[src/ieh_cfg.svh]
// Constants of the interprocessor event handshake block: sizes, offsets, reset values.
// Assumes inclusion by bare name from the package and the design modules.
// Functional notes
// - Each direction has 32 channels, and bit n of its set, flag and acknowledge registers is channel n.
// - Channels 0 to 3 of each direction also drive an interrupt so software may skip polling.
// - Writing one to a bit of a direction's set register sets the matching flag bit.
// - Writing one to a bit of the acknowledge register clears the matching flag bit.
// - There are two independent directions, each with its own set, flag and acknowledge registers.
// - The control-to-master direction works exactly like the master-to-control one with roles swapped.
// - The sender's flag view and the receiver's status view are one physical register.
`ifndef IEH_CFG_SVH
`define IEH_CFG_SVH

`define IEH_CHANNELS 32
`define IEH_IRQ_CHANNELS 4
`define IEH_DATA_W 32
`define IEH_SEL_W 4
`define IEH_ADR_W 6
`define IEH_INT_W 8
`define IEH_PORTS 2

`define IEH_OFF_TX_SET 6'h00
`define IEH_OFF_TX_FLAG 6'h04
`define IEH_OFF_RX_STATUS 6'h08
`define IEH_OFF_RX_ACK 6'h0C
`define IEH_OFF_INT_STATUS 6'h10
`define IEH_OFF_INT_MASK 6'h14

`define IEH_FLAG_RESET 32'h0000_0000
`define IEH_DATA_ZERO 32'h0000_0000
`define IEH_INT_RESET 8'h00
`define IEH_CHIRQ_RESET 4'h0

`endif

[src/ieh_pkg.sv]
// Types shared by the interprocessor event handshake modules.
// Assumes ieh_cfg.svh is reachable on the include path.
`include "ieh_cfg.svh"

package ieh_pkg;

    // One classic Wishbone request as driven by a processor.
    typedef struct packed {
        logic cyc;
        logic stb;
        logic we;
        logic [`IEH_ADR_W-1:0] adr;
        logic [`IEH_SEL_W-1:0] sel;
        logic [`IEH_DATA_W-1:0] dat;
    } ieh_wb_req_t;

    // The slave's answer to one request.
    typedef struct packed {
        logic ack;
        logic [`IEH_DATA_W-1:0] dat;
    } ieh_wb_rsp_t;

endpackage : ieh_pkg

[src/ieh_direction.sv]
// One handshake direction: the single physical flag register of its channels.
// Assumes set and acknowledge masks are single-cycle pulses on sys_clk.
`include "ieh_cfg.svh"

module ieh_direction #(
    parameter int CHANNELS = `IEH_CHANNELS
) (
    input wire logic sys_clk,
    input wire logic reset_n,
    input wire logic [CHANNELS-1:0] setMask,
    input wire logic [CHANNELS-1:0] ackMask,
    output logic [CHANNELS-1:0] flag_r
);

    logic [CHANNELS-1:0] flag_nxt;

    // A set arriving in the same cycle as its acknowledge wins, so no event is lost.
    always_comb begin
        flag_nxt = (flag_r & ~ackMask) | setMask;
    end

    always_ff @(posedge sys_clk or negedge reset_n) begin
        if (!reset_n) begin
            flag_r <= CHANNELS'(`IEH_FLAG_RESET);
        end else begin
            flag_r <= flag_nxt;
        end
    end

endmodule : ieh_direction

[src/ieh_top.sv]
// Top of the interprocessor event handshake block with one Wishbone slave per processor.
// Assumes both processors share sys_clk and reset_n; port A is the master subsystem,
// port B the control subsystem.
//
// Added by the designer: the register offsets and the Wishbone interface to the registers.
`include "ieh_cfg.svh"

module ieh_top #(
    parameter int CHANNELS = `IEH_CHANNELS,
    parameter int IRQ_CHANNELS = `IEH_IRQ_CHANNELS
) (
    input wire logic sys_clk,
    input wire logic reset_n,
    input ieh_pkg::ieh_wb_req_t wbReqA,
    output ieh_pkg::ieh_wb_rsp_t wbRspA,
    input ieh_pkg::ieh_wb_req_t wbReqB,
    output ieh_pkg::ieh_wb_rsp_t wbRspB,
    output logic [IRQ_CHANNELS-1:0] chanIrqA,
    output logic [IRQ_CHANNELS-1:0] chanIrqB,
    output logic irqA,
    output logic irqB
);

    localparam int PORTS = `IEH_PORTS;
    localparam int LANES = `IEH_SEL_W;

    // Index 0 is port A, index 1 is port B.
    // Direction d is sent by port d and received by the other port.
    ieh_pkg::ieh_wb_req_t req [PORTS];
    ieh_pkg::ieh_wb_rsp_t rsp_r [PORTS];
    ieh_pkg::ieh_wb_rsp_t rsp_nxt [PORTS];

    logic [CHANNELS-1:0] flag [PORTS];
    logic [CHANNELS-1:0] flagPrev_r [PORTS];
    logic [CHANNELS-1:0] flagPrev_nxt [PORTS];
    logic [CHANNELS-1:0] setMask [PORTS];
    logic [CHANNELS-1:0] ackMask [PORTS];
    logic [`IEH_DATA_W-1:0] laneMask [PORTS];

    logic [`IEH_INT_W-1:0] intStatus_r [PORTS];
    logic [`IEH_INT_W-1:0] intStatus_nxt [PORTS];
    logic [`IEH_INT_W-1:0] intMask_r [PORTS];
    logic [`IEH_INT_W-1:0] intMask_nxt [PORTS];
    logic [IRQ_CHANNELS-1:0] chanIrq_r [PORTS];
    logic [IRQ_CHANNELS-1:0] chanIrq_nxt [PORTS];
    logic irq_r [PORTS];
    logic irq_nxt [PORTS];

    assign req[0] = wbReqA;
    assign req[1] = wbReqB;
    assign wbRspA = rsp_r[0];
    assign wbRspB = rsp_r[1];
    assign chanIrqA = chanIrq_r[0];
    assign chanIrqB = chanIrq_r[1];
    assign irqA = irq_r[0];
    assign irqB = irq_r[1];

    // Two independent directions, each its own flag register.
    for (genvar d = 0; d < PORTS; d++) begin : g_dir
        ieh_direction #(
            .CHANNELS(CHANNELS)
        ) u_direction (
            .sys_clk(sys_clk),
            .reset_n(reset_n),
            .setMask(setMask[d]),
            .ackMask(ackMask[d]),
            .flag_r(flag[d])
        );

        // Previous flag value, used to find channels that became set or free.
        always_comb begin
            flagPrev_nxt[d] = flag[d];
        end

        always_ff @(posedge sys_clk or negedge reset_n) begin
            if (!reset_n) begin
                flagPrev_r[d] <= CHANNELS'(`IEH_FLAG_RESET);
            end else begin
                flagPrev_r[d] <= flagPrev_nxt[d];
            end
        end
    end

    // Byte lane enables widened to one mask bit per data bit.
    for (genvar p = 0; p < PORTS; p++) begin : g_lane
        for (genvar b = 0; b < LANES; b++) begin : g_byte
            assign laneMask[p][b*8 +: 8] = {8{req[p].sel[b]}};
        end
    end

    // Acknowledge writes of a direction come from its receiving port.
    always_comb begin
        for (int d = 0; d < PORTS; d++) begin
            setMask[d] = CHANNELS'(`IEH_FLAG_RESET);
            ackMask[d] = CHANNELS'(`IEH_FLAG_RESET);
        end
        for (int p = 0; p < PORTS; p++) begin
            if (req[p].cyc && req[p].stb && rsp_r[p].ack && req[p].we) begin
                if (req[p].adr == `IEH_OFF_TX_SET) begin
                    setMask[p] = CHANNELS'(req[p].dat & laneMask[p]);
                end
                if (req[p].adr == `IEH_OFF_RX_ACK) begin
                    ackMask[PORTS-1-p] = CHANNELS'(req[p].dat & laneMask[p]);
                end
            end
        end
    end

    // Per-port bus slave, interrupt status, mask and channel interrupts.
    for (genvar p = 0; p < PORTS; p++) begin : g_port
        localparam int RX = PORTS - 1 - p;

        logic access;
        logic commit;
        logic [IRQ_CHANNELS-1:0] rxArrive;
        logic [IRQ_CHANNELS-1:0] txFree;

        assign access = req[p].cyc && req[p].stb;
        assign commit = access && rsp_r[p].ack;

        // Receive events: a channel flag rose; send events: a channel flag fell.
        assign rxArrive = flag[RX][IRQ_CHANNELS-1:0] & ~flagPrev_r[RX][IRQ_CHANNELS-1:0];
        assign txFree = ~flag[p][IRQ_CHANNELS-1:0] & flagPrev_r[p][IRQ_CHANNELS-1:0];

        always_comb begin
            rsp_nxt[p].ack = access && !rsp_r[p].ack;
            rsp_nxt[p].dat = `IEH_DATA_ZERO;
            if (access && !rsp_r[p].ack && !req[p].we) begin
                unique case (req[p].adr)
                    `IEH_OFF_TX_FLAG: begin
                        rsp_nxt[p].dat = `IEH_DATA_W'(flag[p]);
                    end
                    `IEH_OFF_RX_STATUS: begin
                        rsp_nxt[p].dat = `IEH_DATA_W'(flag[RX]);
                    end
                    `IEH_OFF_INT_STATUS: begin
                        rsp_nxt[p].dat = `IEH_DATA_W'(intStatus_r[p]);
                    end
                    `IEH_OFF_INT_MASK: begin
                        rsp_nxt[p].dat = `IEH_DATA_W'(intMask_r[p]);
                    end
                    default: begin
                        // Set, acknowledge and unmapped offsets read as zero.
                        rsp_nxt[p].dat = `IEH_DATA_ZERO;
                    end
                endcase
            end
        end

        always_comb begin
            intStatus_nxt[p] = intStatus_r[p];
            intMask_nxt[p] = intMask_r[p];
            // A read clears only the bits it returned; new events still land.
            if (commit && !req[p].we && req[p].adr == `IEH_OFF_INT_STATUS) begin
                intStatus_nxt[p] = intStatus_r[p] & ~rsp_r[p].dat[`IEH_INT_W-1:0];
            end
            intStatus_nxt[p] = intStatus_nxt[p] | `IEH_INT_W'({txFree, rxArrive});
            if (commit && req[p].we && req[p].adr == `IEH_OFF_INT_MASK && req[p].sel[0]) begin
                intMask_nxt[p] = req[p].dat[`IEH_INT_W-1:0];
            end
            // The channel interrupt follows the received flag itself.
            chanIrq_nxt[p] = flag[RX][IRQ_CHANNELS-1:0];
            irq_nxt[p] = |(intStatus_r[p] & intMask_r[p]);
        end

        always_ff @(posedge sys_clk or negedge reset_n) begin
            if (!reset_n) begin
                rsp_r[p].ack <= 1'b0;
                rsp_r[p].dat <= `IEH_DATA_ZERO;
                intStatus_r[p] <= `IEH_INT_RESET;
                intMask_r[p] <= `IEH_INT_RESET;
                chanIrq_r[p] <= IRQ_CHANNELS'(`IEH_CHIRQ_RESET);
                irq_r[p] <= 1'b0;
            end else begin
                rsp_r[p] <= rsp_nxt[p];
                intStatus_r[p] <= intStatus_nxt[p];
                intMask_r[p] <= intMask_nxt[p];
                chanIrq_r[p] <= chanIrq_nxt[p];
                irq_r[p] <= irq_nxt[p];
            end
        end
    end

endmodule : ieh_top

[config.mk]
export PLATFORM = sky130hd
export DESIGN_NAME = ieh_top
export DESIGN_NICKNAME = d
export VERILOG_FILES = /design/src/ieh_pkg.sv /design/src/ieh_direction.sv /design/src/ieh_top.sv
export VERILOG_INCLUDE_DIRS = /design/src
export SDC_FILE = /design/constraint.sdc
export NUM_CORES = 1
export LEC_CHECK = 0
export BUFFER_PORTS_ARGS = -buffer_cell sky130_fd_sc_hd__buf_2
export CELL_PAD_IN_SITES_DETAIL_PLACEMENT = 1
export CELL_PAD_IN_SITES_GLOBAL_PLACEMENT = 1
export CORE_MARGIN = 8
export CORE_UTILIZATION = 38
export DETAILED_ROUTE_END_ITERATION = 16
export HOLD_SLACK_MARGIN = 0.12
export PLACE_DENSITY = 0.73
export SLEW_MARGIN = 15
export SYNTH_ARGS = -nofsm -noshare
export SYNTH_HDL_FRONTEND = slang
export SYNTH_SLANG_ARGS = --single-unit
[constraint.sdc]
create_clock -name sys_clk -period 1.6 [get_ports sys_clk]
set_input_delay 0.16 -clock sys_clk [delete_from_list [all_inputs] [get_ports sys_clk]]
set_output_delay 0.16 -clock sys_clk [all_outputs]
set_load 0.02 [all_outputs]
# ---- Yosys cells after proc, flatten, opt, wreduce, memory -nomap -nowiden
# Cells that the tools add are included.
dict set report totals {
  in_bits 92
  regBits 180
  elab_cells 90
  out_inout_bits 76
}
dict set report op_classes {
  muxes 14
  n_eq_ne 10
  reduce_logical 26
  bitwise_logic 24
}
# operator n
set ops {}
lappend ops {{$mux 32} 10}
lappend ops {{$pmux 32 s4} 2}
lappend ops {{$and 32x32->32} 4}
lappend ops {{$not 32->32} 2}
lappend ops {{$or 32x32->32} 2}
lappend ops {{$and 8x8->8} 4}
lappend ops {{$eq 6x4->1 const B} 4}
lappend ops {{$eq 6x5->1 const B} 4}
lappend ops {{$logic_and 1x1->1} 18}
lappend ops {{$and 4x4->4} 4}
lappend ops {{$mux 8} 2}
lappend ops {{$not 4->4} 4}
lappend ops {{$not 8->8} 2}
lappend ops {{$or 8x8->8} 2}
lappend ops {{$reduce_or 8->1} 2}
lappend ops {{$eq 6x3->1 const B} 2}
lappend ops {{$logic_not 6->1} 2}
lappend ops {{$logic_not 1->1} 4}

# ---- Longest topological paths before layout
# Gate-level depths: netlist of run 1.
dict set report logic_depth {
  word_depth 7
  depth_mapped 6
  depth_no_buf 3
}

# ---- Modules after synthesis
# From an unflattened synthesis of run 1, not the netlist that was laid out.
dict set report unflattened {
  hier_cells 880
  area_unflattened_um2 8809.7
}
# module cells_per_inst seq_area_each_um2 area_per_inst_um2 instances
set by_module_without_submodules {}
lappend by_module_without_submodules {ieh_top 688 2702.6 6487.5 1}
lappend by_module_without_submodules {ieh_direction 96 800.8 1161.1 2}

# ---- Worst setup path before layout of run 1
# No wires, ideal clock.
dict set report synth_path {
  kind {register -> register}
  startpoint {register rsp_r (netlist bit wbRspB[32])}
  endpoint {register intMask_r[0] (netlist name)}
  setup_ps 125
  period_less_slack_ps 1634
  t_arrival_ps 1509
  slack_ps -34
  stages_incl_launch_ff 6
  cell_sequence {dfrtp_1 -> and4_1 -> clkbuf_1 -> and4_1 -> buf_2 -> mux2_2}
}
dict set report synth_between {
  elab_chain_cells 4
}
# element line
set synth_rtl {}
lappend synth_rtl {{from (decl)} ieh_top.sv:30} ;# ieh_pkg::ieh_wb_rsp_t rsp_r [PORTS];
lappend synth_rtl {{from (signal, indexed assignment)} ieh_top.sv:175} ;# rsp_r[p] <= rsp_nxt[p];
lappend synth_rtl {{$logic_and 1x1->1} ieh_top.sv:119} ;# assign commit = access && rsp_r[p].ack;
lappend synth_rtl {{$logic_and 1x1->1} ieh_top.sv:158} ;# if (commit && req[p].we && req[p].adr == `IEH_OFF_INT_MASK && req[p].sel[0]) begin
lappend synth_rtl {{$logic_and 1x1->1 (no source line)} n/a}
lappend synth_rtl {{$logic_and 1x1->1} ieh_top.sv:158}
lappend synth_rtl {{to (signal, indexed assignment)} ieh_top.sv:171} ;# intMask_r[p] <= `IEH_INT_RESET;
lappend synth_rtl {{to (signal, indexed assignment)} ieh_top.sv:177} ;# intMask_r[p] <= intMask_nxt[p];
lappend synth_rtl {{to (decl)} ieh_top.sv:42} ;# logic [`IEH_INT_W-1:0] intMask_r [PORTS];
# No other way between the ends.
# A chain may end at the register's enable or synchronous reset.

# ---- Worst setup path after layout of run 1
dict set report layout_path {
  startpoint {register rsp_r (netlist bit wbRspA[32])}
  endpoint {register intMask_r[8] (netlist name)}
}
# Same word-level chain as after synthesis.

==> results of run 1 <==
-- worst reg2reg max path, cell delays in order (launching register included) --
cell and delay [ns]:
sky130_fd_sc_hd__dfrtp_1 0.40, sky130_fd_sc_hd__and4_1 0.31, sky130_fd_sc_hd__nand4_2 0.31, sky130_fd_sc_hd__mux2_2 0.37
-- power by group through the flow --
stage	Sequential, mW	Clock (mW)	Combinational, mW
CTS	4.38	4.27	0.958
detailed placement	4.47	0	0.802
global placement	4.47	0	0.788
floorplan	4.47	0	0.305
global route	4.38	4.40	1.05
finish	4.38	4.22	0.975
-- synthesized netlist by cell type (2+ instances only) --
| master | number | area [um^2] |
|---|---|---|
| sky130_fd_sc_hd__a31oi_1 | 8 | 50.05 |
| sky130_fd_sc_hd__mux2_2 | 32 | 360.4 |
| sky130_fd_sc_hd__o41ai_2 | 9 | 146.4 |
| sky130_fd_sc_hd__nor2_1 | 26 | 97.59 |
| sky130_fd_sc_hd__o21ai_1 | 12 | 60.06 |
| sky130_fd_sc_hd__o31ai_1 | 2 | 15.01 |
| sky130_fd_sc_hd__o2111ai_1 | 2 | 17.52 |
| sky130_fd_sc_hd__buf_1 | 10 | 37.54 |
| sky130_fd_sc_hd__buf_6 | 6 | 67.56 |
| sky130_fd_sc_hd__a221o_1 | 8 | 80.08 |
| sky130_fd_sc_hd__o2bb2ai_1 | 8 | 70.07 |
| sky130_fd_sc_hd__or4_1 | 3 | 22.52 |
| sky130_fd_sc_hd__o41ai_1 | 50 | 437.9 |
| sky130_fd_sc_hd__clkbuf_1 | 47 | 176.4 |
| sky130_fd_sc_hd__inv_1 | 41 | 153.9 |
| sky130_fd_sc_hd__and4_1 | 3 | 26.28 |
| sky130_fd_sc_hd__nor4_1 | 9 | 56.30 |
| sky130_fd_sc_hd__dfrtp_1 | 172 | 4304 |
| sky130_fd_sc_hd__and3b_1 | 18 | 157.7 |
| sky130_fd_sc_hd__buf_2 | 11 | 55.05 |
| sky130_fd_sc_hd__nor2b_1 | 21 | 131.4 |
| sky130_fd_sc_hd__nand3_1 | 78 | 390.4 |
| sky130_fd_sc_hd__o21ai_0 | 31 | 155.2 |
| sky130_fd_sc_hd__nand2_1 | 94 | 352.8 |
| sky130_fd_sc_hd__a21oi_1 | 31 | 155.2 |
| sky130_fd_sc_hd__nor3_1 | 2 | 10.01 |
| sky130_fd_sc_hd__nor3b_2 | 3 | 37.54 |
| sky130_fd_sc_hd__nor3b_1 | 2 | 15.01 |
| sky130_fd_sc_hd__and2_1 | 2 | 12.51 |
| sky130_fd_sc_hd__nand4_1 | 49 | 306.5 |
| sky130_fd_sc_hd__a22oi_1 | 33 | 247.7 |
-- stage by stage --
step / power (mW) / TNS, ns
6_report: 9.580 / 0
5_1_grt: 9.828 / 0
4_1_cts: 9.606 / 0
3_5_place_dp: 5.270 / -4.013
3_3_place_gp: 5.255 / -1.821
2_1_floorplan: 4.777 / 0
-- worst max-delay path by stage --
| stage | startpoint | cells after the start | end |
|---|---|---|---|
| 6_report | wbRspA[32] | 3 | intMask_r[8] |
| 5_1_grt | wbRspA[32] | 3 | intMask_r[15] |
| 4_1_cts | wbRspB[32] | 4 | g_dir[0].u_direction.flag_r[22] |
| 3_5_place_dp | wbReqB[37] | 5 | g_dir[1].u_direction.flag_r[8] |
| 3_3_place_gp | wbReqB[37] | 5 | g_dir[1].u_direction.flag_r[8] |
| 2_1_floorplan | wbRspB[32] | 5 | intMask_r[0] |
-- state kept, by name, indices dropped and copies added, names as in the netlist --
| name | count |
|---|---|
| chanIrqA | 4 |
| irqB | 1 |
| wbRspB | 33 |
| wbRspA | 33 |
| g_dir.u_direction.flag_r | 64 |
| intMask_r | 16 |
| chanIrqB | 4 |
| irqA | 1 |
| intStatus_r | 16 |
-- cells by family (layout without fill, tap and decap cells) --
logic type,after synthesis,after routing,synth area share
buffers and inverters,117,380,0.06063
DFF,172,172,0.5189
and+or+nand+nor,316,316,0.2021
muxes,32,32,0.04344
AOI/OAI and AO/OA,196,196,0.1750
other,0,1,0
-- per-layer routing --
metal,up-vias,GRT usage
met4,0,0.1145
met1,4171,0.3040
met5,-,0
met3,92,0.04486
met2,324,0.4286
li1,3585,-
-- layout make-up --
cell class                 count  area, um^2
antenna                        1       2.502
tap                          280       350.3
clock inverter                15       173.9
clock buffer                  17       425.4
timing repair buffer         307        2236
multi-input combinational    544        3536
fill                        2427       10440
inverter                      41       153.9
sequential                   172        4305
-- repair_timing --
| action | CTS | global route |
|---|---|---|
| gates resized for setup | 0 | 1 |
| hold endpoints to repair | 254 | 0 |
| hold buffers | 77 | 0 |
| setup endpoints to repair | 0 | 1 |
-- placed cells by master (no fill, tap or decap), types with 5 or more instances in the layout --
cell type,n
sky130_fd_sc_hd__nor2b_1,17
sky130_fd_sc_hd__o21ai_1,12
sky130_fd_sc_hd__nor2_1,26
sky130_fd_sc_hd__o41ai_1,49
sky130_fd_sc_hd__a221o_1,8
sky130_fd_sc_hd__nand2_1,94
sky130_fd_sc_hd__a22oi_1,33
sky130_fd_sc_hd__o21ai_0,31
sky130_fd_sc_hd__nand3_1,78
sky130_fd_sc_hd__buf_12,12
sky130_fd_sc_hd__a31oi_1,8
sky130_fd_sc_hd__o41ai_2,10
sky130_fd_sc_hd__buf_4,51
sky130_fd_sc_hd__clkinv_8,5
sky130_fd_sc_hd__nand4_1,49
sky130_fd_sc_hd__o2bb2ai_1,8
sky130_fd_sc_hd__inv_1,41
sky130_fd_sc_hd__nor4_1,8
sky130_fd_sc_hd__buf_2,166
sky130_fd_sc_hd__mux2_2,32
sky130_fd_sc_hd__and3b_1,18
sky130_fd_sc_hd__dfrtp_1,171
sky130_fd_sc_hd__clkbuf_16,17
sky130_fd_sc_hd__a21oi_1,31
sky130_fd_sc_hd__dlygate4sd3_1,77
==> results.cfg, run 1 <==
[power]
areal_power_density_over_the_cells_nw_per_um2 = 856.6
seqPwrFrac = 0.457
p_leak_nw = 5.179
power.switching_fraction = 0.2842
power.clock.fraction = 0.441
power.internal_mw = 6.857
net_switching_power_mw = 2.723
vdd.ir_drop.worst_v = 0.0006931
combinationalPowerShare = 0.102

[die]
die_area_um2 = 26810
die_w_um = 163.8
initial_utilization = 0.3837
io_pins = 168
die_height_um = 163.8
rows = 54
fp.coreArea_um2 = 21620

[clock_tree]
clk_pin_slew_worst_paths_ns = 0.08
tritoncts = yes
cts_htree_levels = 4
clk_latency_ns = 0.44
cts.repair_timing.setup_buffer_count = 0
clock_sinks = 172
cts.path.max_buffers = 2
tritoncts.num_buffers = 17
cts_root_buffer = sky130_fd_sc_hd__clkbuf_16

[sta]
final.min_clock_period_ns = 1.502
rsz0062_at_grt = no
worst_slack_ns = 0.09798
timing.final.max_slew_violations = 0
final.period_utilization = 0.9388
final_hold_viol_count = 0
setup_viol = 0
max_freq_mhz = 665.8
max_slew_margin = 0.6635
hold_slack_ns = 0.1409
worst_slew_pin_slew_ns = 0.5048
fin_skew_ns = 0.01187

[global_routing]
global_route_wire_length_before_repair_um = 51880
maximum_number_of_pins_on_one_net_before_global_route_repair = 51
antenna_found_initial = 1
grt_util_all_layers = 0.2508
global_route.overflow_total = 0
number_of_global_route_vias_before_repair = 8890

[logic_synthesis]
ys_seq_elements = 172
synth_seq_area_share = 0.5189
yosysUniqueCellTypes = 41
ys.warnings.count = 0
synth_enable_flop_cells = 0
synth_flop_cell = sky130_fd_sc_hd__dfrtp_1
synthesis.area_per_instance_um2 = 9.959
synthArstFlopShare = 1.000
synthesis.nets = 925
synth_cells = 833
post_synth_instance_area_um2 = 8295

[setup_path]
timing.critical_path.cells = and4_1 -> nand4_2 -> mux2_2
cp_num_buf_inv = 0
cp.required_ns = 1.93
setup.worst_path.end_class = register
crit_slowest_cell = sky130_fd_sc_hd__dfrtp_1
crit_fanout = 8
worst_path_largest_cell_delay_ns = 0.40
worst_r2r_startpoint = wbRspA[32]
start_kind = register
worst_path_dominant_cell_family = simple AND/OR/NAND/NOR gates
worstReg2RegEnd = intMask_r[8]
setup.worst_path.class = reg -> reg
worst_ep_arrival_time_ns = 1.83
timing.reg2reg.worst_path_depth = 3
r2r_setup_slack_ns = 0.1

[cells_and_area]
layout.core_utilization = 0.5172
drive_above_1_share = 0.2911
layout.nets = 1175
finalInstanceArea_um2 = 11180
fin_cells = 1377
area_growth_pct = 34.81

[min_path]
hold_path.class = in -> reg
timing.hold.worst_path_depth = 4
timing.hold.worst.start = wbReqA[32]
worst_hold_path.endpoint = g_dir[1].u_direction.flag_r[7]

[route]
wl_met1_um = 13510
met2_length_um = 16840
drt_pass1_iterations = 6
antenna_violating_nets_post_route = 0
routed_wl_um = 33360
mean_number_of_vias_per_cell = 5.935
route.detailed.wl_per_inst_um = 24.23
num_vias = 8172
drc_errors = 0
drt-initial-drc-count = 520
route.top_layer_used = met4
routed-wl-met3_um = 1819

[placement]
preCtsSetupSlack_ns = -0.1532
gp_congestion = 0.8107
detailedPlacementHpwl_um = 21040
place_inst = 1267
place.port_buffers = 167
dpl_cell_area_um2 = 9803

[flow_run]
drv_cap = 0

[status]
outcome = completed
Power figures use the tool's default switching activity.
==> inputs of run 2 (changes only) <==
RECOVER_POWER = 100   (was default)
==> results.cfg, run 2 (synthesis gave the netlist of run 1 again) <==
[power]
areal_power_density_over_the_cells_nw_per_um2 = 867.9
p_leak_nw = 4.829
vdd.ir_drop.worst_v = 0.0006996

[sta]
max_slew_margin = 0.2997
max_freq_mhz = 648.3
rsz0062_at_grt = no
worst_slack_ns = 0.05747
final_hold_viol_count = 0
final.period_utilization = 0.9641
fin_skew_ns = 0.01110
setup_viol = 0
worst_slew_pin_slew_ns = 1.050
timing.final.max_slew_violations = 0
final.min_clock_period_ns = 1.543

[clock_tree]
clock_sinks = 172
tritoncts = yes
clk_pin_slew_worst_paths_ns = 0.07
cts_root_buffer = sky130_fd_sc_hd__clkbuf_16
tritoncts.num_buffers = 17
clk_latency_ns = 0.45
cts.path.max_buffers = 2
cts_htree_levels = 4

[die]
io_pins = 168
die_height_um = 163.8
die_w_um = 163.8
rows = 54
die_area_um2 = 26810
initial_utilization = 0.3837
fp.coreArea_um2 = 21620

[setup_path]
cp.required_ns = 1.93
r2r_setup_slack_ns = 0.06
crit_fanout = 32
setup.worst_path.class = reg -> reg
worst_ep_arrival_time_ns = 1.88
setup.worst_path.end_class = register
start_kind = register

[placement]
place.port_buffers = 167
detailedPlacementHpwl_um = 21040
preCtsSetupSlack_ns = -0.1532
gp_congestion = 0.8107
place_inst = 1267

[cells_and_area]
largest_register = g_dir.u_direction.flag_r
layout.nets = 1175
fin_cells = 1377
largest_register_ffs = 64
drive_above_1_share = 0.2190
sequential_cell_area_um2 = 4305
mostFrequentLayoutCells = 171 x sky130_fd_sc_hd__dfrtp_1, 94 x sky130_fd_sc_hd__nand2_1, 90 x sky130_fd_sc_hd__buf_2
mostFrequentLayoutCell = sky130_fd_sc_hd__dfrtp_1
fill_cells = 2457
area_growth_pct = 32.90
multi_input_comb_area_um2 = 3530

[route]
drt-initial-drc-count = 608
antenna_violating_nets_post_route = 0
drc_errors = 0
route.detailed.wl_per_inst_um = 24.28
drt_pass1_iterations = 5
mean_number_of_vias_per_cell = 5.919
routed_wl_um = 33430
num_vias = 8150

[global_routing]
grt_util_all_layers = 0.2508
global_route_wire_length_before_repair_um = 51880
maximum_number_of_pins_on_one_net_before_global_route_repair = 51
antenna_found_initial = 1
global_route.overflow_total = 0
number_of_global_route_vias_before_repair = 8890

[status]
outcome = completed

[min_path]
hold_path.class = in -> reg

[flow_run]
drv_cap = 0
==> run 2: changes by cell type in the layout (fill, tap and decap cells not counted), sizes merged <==
cell | previous run | this run
buf | 230 | 147
clkbuf | 17 | 100
==> run 2: repair_timing <==
| item | in CTS | in global routing |
|---|---|---|
| setup buffers | 0 | 0 |
| hold endpoints to repair | 254 | 0 |
| gates resized for setup | 0 | 1 |
| setup endpoints to repair | 0 | 1 |
| hold buffers | 77 | 0 |
==> run 2: final cells by class <==
type                       instances  share of cell area
tap                              280             0.03178
clock inverter                    15             0.01578
sequential                       172              0.3905
multi-input combinational        544              0.3202
antenna                            1           0.0002270
inverter                          41             0.01396
clock buffer                      17             0.03859
timing repair buffer             307              0.1890
==> run 2: critical path: stages, from the launching register on <==
cell and delay [ns]:
sky130_fd_sc_hd__dfrtp_2 0.43, sky130_fd_sc_hd__and3b_1 0.30, sky130_fd_sc_hd__o2111ai_4 0.11, sky130_fd_sc_hd__buf_4 0.29
sky130_fd_sc_hd__a21oi_1 0.28
==> run 2: layer usage <==
| layer | wire length [um] | vias up | share of wire | track usage |
|---|---|---|---|---|
| met5 | 0 | - | 0 | 0 |
| met4 | 1139 | 0 | 0.034 | 0.1145 |
| met3 | 1900 | 84 | 0.057 | 0.04486 |
| met2 | 16870 | 327 | 0.50 | 0.4286 |
| met1 | 13510 | 4155 | 0.40 | 0.3040 |
| li1 | - | 3584 | - | - |
==> run 2: final timing paths <==
check,cells after the start,start,to
min reg2reg,0,g_dir[1].u_direction.flag_r[2],chanIrqA[2]
min,4,wbReqA[32],g_dir[1].u_direction.flag_r[7]
max,4,wbRspB[32],wbRspB[21]
max in group asynchronous,3,reset_n,irqB
min in group asynchronous,2,reset_n,wbRspA[25]
max reg2reg,4,wbRspB[32],wbRspB[21]
==> run 2: stage by stage <==
| step | setup TNS, ns | hold slack, ns | cell area [um^2] | util | total power, mW |
|---|---|---|---|---|---|
| after floorplan | 0 | -0.1356 | 8297 | - | 4.777 |
| after global placement | -1.821 | 0.09654 | 9803 | 0.4534 | 5.255 |
| after CTS | 0 | 0.1295 | 11170 | 0.5168 | 9.606 |
| after global routing | 0 | 0.1523 | 11020 | 0.5099 | 9.819 |
| after detailed placement | -4.013 | 0.09752 | 9803 | 0.4534 | 5.270 |
| final | 0 | 0.1383 | 11020 | 0.5099 | 9.568 |
==> run 2: power breakdown <==
part	internal [mW]	switching, mW	total (mW)
clock	2.10	2.11	4.22
sequential	4.36	0.0189	4.38
combinational	0.381	0.586	0.967
total	6.85	2.72	9.57
